File: config.mk
export PLATFORM = sky130hd
export DESIGN_NAME = bocd_core
export DESIGN_NICKNAME = d
export VERILOG_FILES = /design/src/rtl/bocd_pkg.sv /design/src/rtl/bocd_bit_alu.sv /design/src/rtl/bocd_core.sv
export SDC_FILE = /design/constraint.sdc
export NUM_CORES = 1
export LEC_CHECK = 0
export ABC_AREA = 0
export BUFFER_PORTS_ARGS = -buffer_cell sky130_fd_sc_hd__buf_4
export CELL_PAD_IN_SITES_DETAIL_PLACEMENT = 2
export CELL_PAD_IN_SITES_GLOBAL_PLACEMENT = 2
export CORE_MARGIN = 3
export CORE_UTILIZATION = 28
export CTS_CLUSTER_DIAMETER = 80
export DETAILED_ROUTE_END_ITERATION = 16
export PLACE_DENSITY = 0.9
export SETUP_SLACK_MARGIN = 0.02
export SYNTH_ARGS = -nofsm -noshare
export SYNTH_HDL_FRONTEND = slang
export SYNTH_SLANG_ARGS = --single-unit
export TNS_END_PERCENT = 10
File: constraint.sdc
create_clock -name clk_in -period 2.4 [get_ports clk_in]
set_input_delay 0.36 -clock clk_in [delete_from_list [all_inputs] [get_ports clk_in]]
set_output_delay 0.36 -clock clk_in [all_outputs]
set_load 0.05 [all_outputs]
File: src/rtl/bocd_pkg.sv
// bocd_pkg: opcode patterns, field positions and widths for the bit/call decoder
// assumes a 14-bit instruction word and a 13-bit program counter
package bocd_pkg;
	// ----------------------------------------
	// word and field layout
	// ----------------------------------------
	localparam int OPW = 14;
	localparam int PCW = 13;
	localparam int FADDR_W = 7;
	localparam int BIDX_LSB = 7;
	localparam int BIDX_W = 3;
	localparam int CALL_K_W = 11;
	localparam int LATCH_HI = 4;
	localparam int LATCH_LO = 3;
	// ----------------------------------------
	// opcode patterns
	// ----------------------------------------
	localparam logic [3:0] OP_BIT_CLEAR = 4'h4;
	localparam logic [3:0] OP_BIT_SET = 4'h5;
	localparam logic [3:0] OP_SKIP_ZERO = 4'h6;
	localparam logic [3:0] OP_SKIP_ONE = 4'h7;
	localparam logic [2:0] OP_CALL = 3'h4;
	localparam logic [PCW-1:0] PC_RESET = 13'h0000;
	localparam logic [OPW-1:0] NOP_WORD = 14'h0000;
	typedef enum logic [1:0] {BOCD_RUN, BOCD_FLUSH, BOCD_CALL2} bocd_state_e;
endpackage

File: src/rtl/bocd_bit_alu.sv
// bocd_bit_alu: single-bit modify and test of one file register byte
// assumes pure combinational use inside the decoder
`timescale 1ns/100ps
module bocd_bit_alu
	import bocd_pkg::*;
(
	input wire logic [7:0] data_in,
	input wire logic [BIDX_W-1:0] bit_idx_in,
	input wire logic set_in,
	output logic [7:0] data_out,
	output logic bit_out
);
	wire [7:0] mask = 8'h01 << bit_idx_in;
	assign data_out = set_in ? (data_in | mask) : (data_in & ~mask);
	assign bit_out = |(data_in & mask);
endmodule

File: src/rtl/bocd_core.sv
// bocd_core: executes bit clear, bit set, bit test skip and call
// assumes a file register port answering reads in the same cycle,
// and a return stack that takes a push strobe with its data
// Notes on behaviour
// - 0100bbbfffffff clears bit b of f
// - 0101bbbfffffff sets bit b of f
// - 0110 pattern skips next when bit zero
// - taken skip discards prefetch, runs nop
// - 0111 pattern skips next when bit one
// - f is low seven bits, b next three
// - call pushes pc plus one to stack
// - call loads k into pc, latch bits high
// - 100k pattern is call, two cycles
`timescale 1ns/100ps
module bocd_core
	import bocd_pkg::*;
(
	input wire logic clk_in,
	input wire logic reset_n_in,
	input wire logic [OPW-1:0] instr_in,
	input wire logic [7:0] file_rdata_in,
	input wire logic [7:0] pc_high_latch_in,
	output logic [FADDR_W-1:0] file_addr_out,
	output logic [7:0] file_wdata_out,
	output logic file_we_out,
	output logic [PCW-1:0] pc_out,
	output logic stack_push_out,
	output logic [PCW-1:0] stack_top_out,
	output logic status_we_out,
	output logic busy_out
);
	// ----------------------------------------
	// decode
	// ----------------------------------------
	bocd_state_e state;
	bocd_state_e next_state;
	logic [PCW-1:0] next_pc;
	logic [PCW-1:0] pc;
	logic [PCW-1:0] push_val;
	logic push;
	// shared by the pc step and the pushed return address
	function automatic logic [PCW-1:0] pc_plus_one(input logic [PCW-1:0] v);
		pc_plus_one = v + 13'h0001;
	endfunction
	wire run = (state == BOCD_RUN);
	// the word executed in a flush cycle is forced to a nop
	wire [OPW-1:0] word = run ? instr_in : NOP_WORD;
	wire [3:0] top4 = word[OPW-1:OPW-4];
	wire bit_clear_op = top4 == OP_BIT_CLEAR;
	wire bit_set_op = top4 == OP_BIT_SET;
	wire test_skip_if_zero_op = top4 == OP_SKIP_ZERO;
	wire test_skip_if_one_op = top4 == OP_SKIP_ONE;
	wire call_op = word[OPW-1:OPW-3] == OP_CALL;
	wire [BIDX_W-1:0] bit_idx = word[BIDX_LSB+BIDX_W-1:BIDX_LSB];
	wire [7:0] modified;
	wire sel_bit;
	bocd_bit_alu bocd_bit_alu_i (
		.data_in(file_rdata_in),
		.bit_idx_in(bit_idx),
		.set_in(bit_set_op),
		.data_out(modified),
		.bit_out(sel_bit)
	);
	wire skip = (test_skip_if_zero_op & ~sel_bit) | (test_skip_if_one_op & sel_bit);
	wire [PCW-1:0] call_target = {pc_high_latch_in[LATCH_HI:LATCH_LO],
		word[CALL_K_W-1:0]};
	assign file_addr_out = word[FADDR_W-1:0];
	// read-modify-write in a single cycle; status flags untouched
	// no register write may leak out while the core is held in reset
	assign file_we_out = reset_n_in & (bit_clear_op | bit_set_op);
	assign file_wdata_out = modified;
	assign status_we_out = 1'b0;
	assign busy_out = ~run;
	// ----------------------------------------
	// sequencing
	// ----------------------------------------
	always_comb begin
		next_state = BOCD_RUN;
		next_pc = pc_plus_one(pc);
		push = 1'b0;
		push_val = pc_plus_one(pc);
		case (state)
			BOCD_RUN: begin
				if (call_op) begin
					push = 1'b1;
					next_pc = call_target;
					next_state = BOCD_CALL2;
				end else if (skip) begin
					next_state = BOCD_FLUSH;
				end
			end
			BOCD_FLUSH: next_state = BOCD_RUN;
			// second call cycle refetches from the new target
			BOCD_CALL2: next_pc = pc;
			default: next_state = BOCD_RUN;
		endcase
	end
	always_ff @(posedge clk_in) begin
		if (!reset_n_in) begin
			state <= BOCD_RUN;
			pc <= PC_RESET;
			stack_push_out <= 1'b0;
			stack_top_out <= PC_RESET;
		end else begin
			state <= next_state;
			pc <= next_pc;
			stack_push_out <= push;
			if (push) begin
				stack_top_out <= push_val;
			end
		end
	end
	assign pc_out = pc;
endmodule

==> impl_metrics.csv, run 1 <==
group,metric,value,unit
clocking,clk_path_buf_depth,2,
critical_path,crit_slowest_cell,"dfxtp_1",
synth,synthCells,232,
clocking,cts.clk_slew.worst_paths,0.06,ns
timing,rsz0062_at_grt,"no",
floorplan,die_x,87.2,µm
grt,grt_antenna_before_repair,0,
drt,drt-initial-drc-count,64,
drt,vias,2020,
critical_path,r2r_slack,0.68,ns
floorplan,start_util,30.0,%
timing,finalCritPeriodShare,90.1,%
grt,grt.total_usage,19.6,%
clocking,clkSinkCount,29,
layout,final_nets,328,
clocking,postCtsHoldBufs,0,
placement,gp_congestion,0.810,
timing,hold_viol,0,
floorplan,num_rows,28,
clocking,numCtsBuffers,5,
clocking,cts_root_buffer,"clkbuf_8",
timing,maxSlewViolCount,0,
critical_path,crit_family,"simple AND/OR/NAND/NOR gates",
synth,yosys_warnings,0,
critical_path,cp_max_fo,8,
floorplan,core-area,6170,µm²
synth,syn-cell-area,1850,µm²
timing,fin_crit,2.16,ns
drt,wl_per_cell,18.8,µm
clocking,htreeDepth,2,
synth,synth_cell_types,43,
pwr,p_leak,0.00103,µW
layout,antenna_cells,0,
timing,finClkSkew,0.00377,ns
timing,max_freq,463,MHz
placement,post-place-ws,0.434,ns
grt,grt_pass1_vias,2179,
timing,fin_tns_setup,0,ns
timing,worst_pin_slew,0.597,ns
critical_path,cp_cell_sequence,"nor2_4 -> inv_1 -> nor2_1 -> nand3_1 -> mux2_2 -> buf_4",
placement,dpl.hpwl,5210,µm
critical_path,crit_buf_inv,2,
timing,setup_viol,0,
layout,drive_gt1_share,32.9,%
grt,overflow,0,
layout,design_area,2500,µm²
layout,postLayoutCoreUtil,40.6,%
placement,portBuffers,69,
synth,synth_flop_cell,"dfxtp_1",
synth,syn-num-nets,265,
critical_path,critical_path_arrival,1.80,ns
critical_path,cp-start-kind,"flop",
floorplan,dieHeight,87.2,µm
synth,synth_edf_count,0,
clocking,insertion_delay,0.28,ns
drt,vias_per_cell,5.46,
floorplan,dieArea,7610,µm²
grt,grt_max_degree,41,
synth,ys_seq_area_share,31.4,%
timing,max-slew-margin-rel,60.1,%
drt,drc_errors,0,
critical_path,max_stage_delay,0.37,ns
layout,area_delta_synth_final,35.5,%
critical_path,cp-end-kind,"output pin",
drt,routed_wl,6970,µm
min_path,hp-class,"primary input to flop",
status,status,"complete, no violations",
critical_path,crit_type,"flop to output pin",
drt,drtAntennaViolNets,0,
synth,synthArstFlopShare,0,%
grt,grt_first_pass_wirelength,11600,µm
synth,syn_avg_cell_area,7.97,µm²
synth,synth_seq_cells,29,
job,max_cap_viol_count,0,
floorplan,ios,77,
timing,fin_ws,0.239,ns
placement,placed_area,2410,µm²
critical_path,worst_ep_required_time,2.04,ns
pwr,ir_drop,253,µV
drt,first_pass_iters,4,
clocking,cts_tree,"yes",
pwr,p_per_area,550,nW/µm²
-- cell families (layout without fill, tap and decap cells) --
logic type,after synthesis,after routing,share of synthesized area [%]
AND/OR/NAND/NOR,98,98,30.3
AO/OA/AOI/OAI,61,61,21.1
flip-flops,29,29,31.4
buffers and inverters,23,86,5.75
multiplexers,12,12,7.18
XOR/XNOR,7,7,3.32
adder cells (fa/ha/maj),1,1,0.677
other,1,1,0.203
-- synth_stat cells, types with 3 or more instances --
cell type,number,share of area (%)
a21oi_1,18,4.9
a22oi_1,3,1.2
and2_1,9,3.0
and3_1,6,2.0
buf_2,4,1.1
buf_4,4,1.6
clkbuf_1,11,2.2
dfxtp_1,29,31
inv_1,4,0.81
mux2_2,10,6.1
nand2_1,22,4.5
nand2b_1,3,1.0
nand3_1,11,3.0
nand4_1,6,2.0
nor2_1,15,3.0
nor2b_1,5,1.7
nor3_1,9,2.4
o21a_1,6,2.4
o21ai_0,14,3.8
o32ai_1,4,1.9
or3_1,3,1.0
xnor2_1,7,3.3
-- registers in the layout (all words and copies together), names as in the netlist --
name	cells
pc_out	13
stack_push_out	1
stack_top_out	13
state	2
-- worst reg2reg max path, stage by stage, from the launching register on --
cell,delay [ns]
dfxtp_1,0.49
ha_1,0.40
nand4_1,0.20
nor4_4,0.26
xnor2_1,0.16
a21oi_1,0.08
-- area by class of cell --
class                           instances  area (µm²)
Fill cell                             722        3660
Timing Repair Buffer                   75         563
Sequential cell                        29         581
Multi-Input combinational cell        180        1170
Clock buffer                            7        86.3
Inverter                                4        15.0
Tap cell                               75        93.8
-- final timing paths --
path                  startpoint                end  cells after the start
max                     state[1]  file_wdata_out[3]                      6
min          pc_high_latch_in[3]         pc_out[11]                      3
max reg2reg            pc_out[0]  stack_top_out[12]                      5
min reg2reg     stack_top_out[1]   stack_top_out[1]                      2
-- through the flow --
step	hold WS [ns]	total power, µW	std cells
floorplan	0.516	825	232
global placement	0.450	962	363
detailed placement	0.475	976	363
CTS	0.341	1390	370
global route	0.359	1450	370
finish	0.344	1380	370
-- report_power, final --
part | switching, µW | total (µW) | internal (µW)
clock | 186 | 413 | 227
sequential | 33.3 | 539 | 506
combinational | 280 | 425 | 145
total | 499 | 1380 | 878
-- layer usage --
| layer | global-route usage, % | up-vias | part of all wire, % |
|---|---|---|---|
| met3 | 5.30 | 9 | 4.4 |
| met2 | 34.6 | 49 | 51 |
| li1 | - | 970 | - |
| met1 | 23.6 | 992 | 43 |
| met5 | 0 | - | 0 |
| met4 | 4.04 | 0 | 1.5 |
-- timing repair --
| item | in CTS | in global routing |
|---|---|---|
| setup endpoints to repair | 0 | 2 |
| buffers inserted | 0 | 0 |
| resized for setup | 0 | 1 |
-- cells in the final DEF, fill, tap and decap left out, drive strengths merged, types with 9 or more instances in the layout --
master | netlist | layout
mux2 | 10 | 10
a21oi | 18 | 18
o21ai | 14 | 14
nand2 | 22 | 22
buf | 8 | 75
nand3 | 11 | 11
nor3 | 11 | 11
dfxtp | 29 | 29
and2 | 9 | 9
nor2 | 16 | 16
Note: power is estimated with default switching activity, not from simulation.
==> run 2, diff against run 1 <==
--- a/config.mk
+++ b/config.mk
@@ -14,8 +14,9 @@
 export CTS_CLUSTER_DIAMETER = 80
 export DETAILED_ROUTE_END_ITERATION = 16
-export PLACE_DENSITY = 0.9
+export PLACE_DENSITY = 0.88
 export SETUP_SLACK_MARGIN = 0.02
 export SYNTH_ARGS = -nofsm -noshare
 export SYNTH_HDL_FRONTEND = slang
+export SYNTH_HIERARCHICAL = 1
 export SYNTH_SLANG_ARGS = --single-unit
 export TNS_END_PERCENT = 10
==> constraint.sdc (replaced) <==
create_clock -name clk_in -period 2.4 [get_ports clk_in]
set_input_delay 0.24 -clock clk_in [delete_from_list [all_inputs] [get_ports clk_in]]
set_output_delay 0.24 -clock clk_in [all_outputs]
set_load 0.05 [all_outputs]
==> impl_metrics.csv, run 2 <==
group,metric,value,unit
status,status,"complete, no violations",
synth,synth_edf_count,0,
critical_path,crit_slowest_cell,"and2_1",
drt,drtAntennaViolNets,0,
timing,fin_crit,2.31,ns
timing,finalCritPeriodShare,96.1,%
drt,wl_per_cell,20.3,µm
critical_path,critical_path_arrival,2.07,ns
critical_path,cp-start-kind,"flop",
synth,synthTopCellsByCount,"29 x dfxtp_1, 21 x nand2_1, 18 x a21oi_1",
synth,synth-compound-area-share,17.9,%
floorplan,dieHeight,87.1,µm
floorplan,num_rows,28,
critical_path,crit_type,"flop to output pin",
floorplan,start_util,30.0,%
drt,route.met2.wl,3860,µm
clocking,numCtsBuffers,5,
drt,met3_length,337,µm
drt,vias_per_cell,5.43,
placement,gp_congestion,0.705,
drt,routed_wl,7230,µm
drt,first_pass_iters,4,
synth,synth-simple-area-share,25.7,%
layout,drive_gt1_share,37.4,%
grt,grt.total_usage,19.5,%
critical_path,worst_ep_required_time,2.16,ns
timing,setup_viol,0,
critical_path,r2r_end,"state[0]",
synth,synth_flop_cell,"dfxtp_1",
synth,syn_avg_cell_area,8.37,µm²
drt,drt-initial-drc-count,61,
layout,final_common_cell,"buf_4",
layout,area_delta_synth_final,35.1,%
clocking,cts_root_buffer,"clkbuf_8",
grt,overflow,0,
floorplan,die_x,87.1,µm
critical_path,r2r_slack,0.10,ns
placement,portBuffers,69,
drt,vias,1932,
layout,regArea,581,µm²
synth,synthArstFlopShare,0,%
drt,drc_errors,0,
timing,max_freq,434,MHz
grt,grt_antenna_before_repair,0,
synth,synth_mux_area_share,9.52,%
layout,final_cell_mix,"75 x buf_4, 29 x dfxtp_1, 21 x nand2_1",
floorplan,ios,77,
min_path,hp-start,"instr_in[0]",
synth,synth_top_family_by_area,"simple AND/OR/NAND/NOR gates",
pwr,p_leak,0.00102,µW
synth,syn-cell-area,1840,µm²
pwr,ir_drop,249,µV
critical_path,cp-end-kind,"output pin",
synth,synth_cell_types,54,
grt,grt_max_degree,29,
critical_path,cp_max_fo,10,
drt,top_layer,"met4",
timing,rsz0062_at_grt,"yes",
clocking,htreeDepth,2,
clocking,postCtsHoldBufs,0,
min_path,holdPathStages,3,
min_path,hp-class,"primary input to flop",
grt,grt_first_pass_wirelength,11300,µm
synth,synthXorXnorAreaFrac,5.23,%
synth,synth_seq_cells,29,
layout,n_fill_cell,701,
synth,yosysMostFrequentCell,"dfxtp_1",
synth,netlist.area_leader.share,31.5,%
critical_path,max_stage_delay,0.42,ns
timing,finClkSkew,0.00832,ns
synth,synthCells,220,
pwr,p_per_area,607,nW/µm²
timing,hold_viol,0,
synth,yosys.area.top_type,"dfxtp_1",
clocking,clkSinkCount,29,
timing,max-slew-margin-rel,64.5,%
placement,dpl.hpwl,5110,µm
critical_path,rr_worst_depth,7,
layout,antenna_cells,0,
synth,syn-num-nets,253,
timing,fin_tns_setup,0,ns
grt,grt_pass1_vias,2145,
critical_path,crit-reg2reg-launch,"state[1]",
drt,wl_met1,2880,µm
layout,multi_input_area,1110,µm²
timing,worst_pin_slew,0.533,ns
clocking,clk_path_buf_depth,2,
clocking,insertion_delay,0.29,ns
synth,ys_seq_area_share,31.5,%
clocking,cts_tree,"yes",
job,max_cap_viol_count,0,
pwr,power,1510,µW
timing,maxSlewViolCount,0,
clocking,cts.clk_slew.worst_paths,0.07,ns
synth,ys_top_cells_by_area,"dfxtp_1 32%, mux2_2 6.1%, a21oi_1 4.9%, nand2_1 4.3%, xor2_1 3.8%",
min_path,min_to,"pc_out[0]",
critical_path,cp_cell_sequence,"nor2_1 -> and2_1 -> nor3b_1 -> mux2_2 -> buf_4",
synth,synthAdderAreaFrac,0.680,%
floorplan,dieArea,7580,µm²
layout,final_nets,313,
floorplan,core-area,6130,µm²
synth,yosys_warnings,6,
run 2: cell count changes in the layout (fill, tap and decap cells not counted), moves of 3 or more:
cell,delta
nand4_1,-3
nor2_1,-5
nor3b_1,+3
xor2_1,+8
nor3_1,-5
or4_1,+3
nor2b_1,-5
and3_1,-5
xnor2_1,-4
o32ai_1,-4
a31oi_1,+4
o21a_1,-5
o21ai_0,-3
run 2: worst max path at each step:
stage | depth (start not counted) | from | slack (ns) | end
3_3_place_gp | 6 | state[1] | 0.39 | file_wdata_out[2]
6_report | 5 | state[1] | 0.09 | file_wdata_out[1]
3_5_place_dp | 6 | state[1] | 0.30 | file_wdata_out[2]
2_1_floorplan | 4 | state[1] | 0.11 | file_wdata_out[0]
4_1_cts | 6 | state[1] | 0.03 | file_wdata_out[4]
5_1_grt | 7 | state[1] | 0.01 | state[0]
run 2: cell families (layout without fill, tap and decap cells):
group | after synthesis | count (layout)
AO/OA/AOI/OAI | 53 | 53
XOR/XNOR | 11 | 11
AND/OR/NAND/NOR | 85 | 85
flip-flops | 29 | 29
multiplexers | 13 | 13
buffers and inverters | 27 | 88
other | 1 | 1
adder cells (fa/ha/maj) | 1 | 1
run 2: critical path: cells and delay by family (launching register included):
family / cells / cell delay [ns]
AND/OR/NAND/NOR: 3 / 0.88
buffers and inverters: 1 / 0.19
multiplexers: 1 / 0.36
flip-flops: 1 / 0.35
run 2: stage by stage:
step           utilization, %  hold WS (ns)  std cells  instance area, µm²  setup WS [ns]
6_report                 40.6         0.229        356                2490         0.0936
5_1_grt                  40.6         0.240        356                2490         0.0108
4_1_cts                  40.3         0.225        356                2470         0.0296
3_5_place_dp             38.3         0.461        348                2350          0.301
3_3_place_gp             38.3         0.454        348                2350          0.386
2_1_floorplan               -         0.354        220                1840          0.109
run 2: final cells by class:
class	count	area share, %
sequential	29	23.3
timing repair buffer	76	23.1
tap	75	3.77
clock inverter	1	1.21
inverter	4	0.604
clock buffer	7	3.47
multi-input combinational	164	44.5
run 2: power by group:
part / internal, µW / switching, µW / total [µW]
logic: 152 / 283 / 436
registers: 506 / 28.1 / 534
clock network: 338 / 201 / 539
total: 997 / 513 / 1510
run 2: per-layer routing:
| metal | up-vias | track usage (%) |
|---|---|---|
| li1 | 907 | - |
| met1 | 954 | 22.7 |
| met2 | 53 | 35.1 |
| met3 | 18 | 4.26 |
| met5 | - | 0 |
| met4 | 0 | 6.66 |
run 2: what timing repair did:
item | in CTS | in global routing
hold endpoints to repair | 0 | 0
resized for setup | 3 | 4
setup endpoints to repair | 2 | 8
setup buffers | 0 | 0
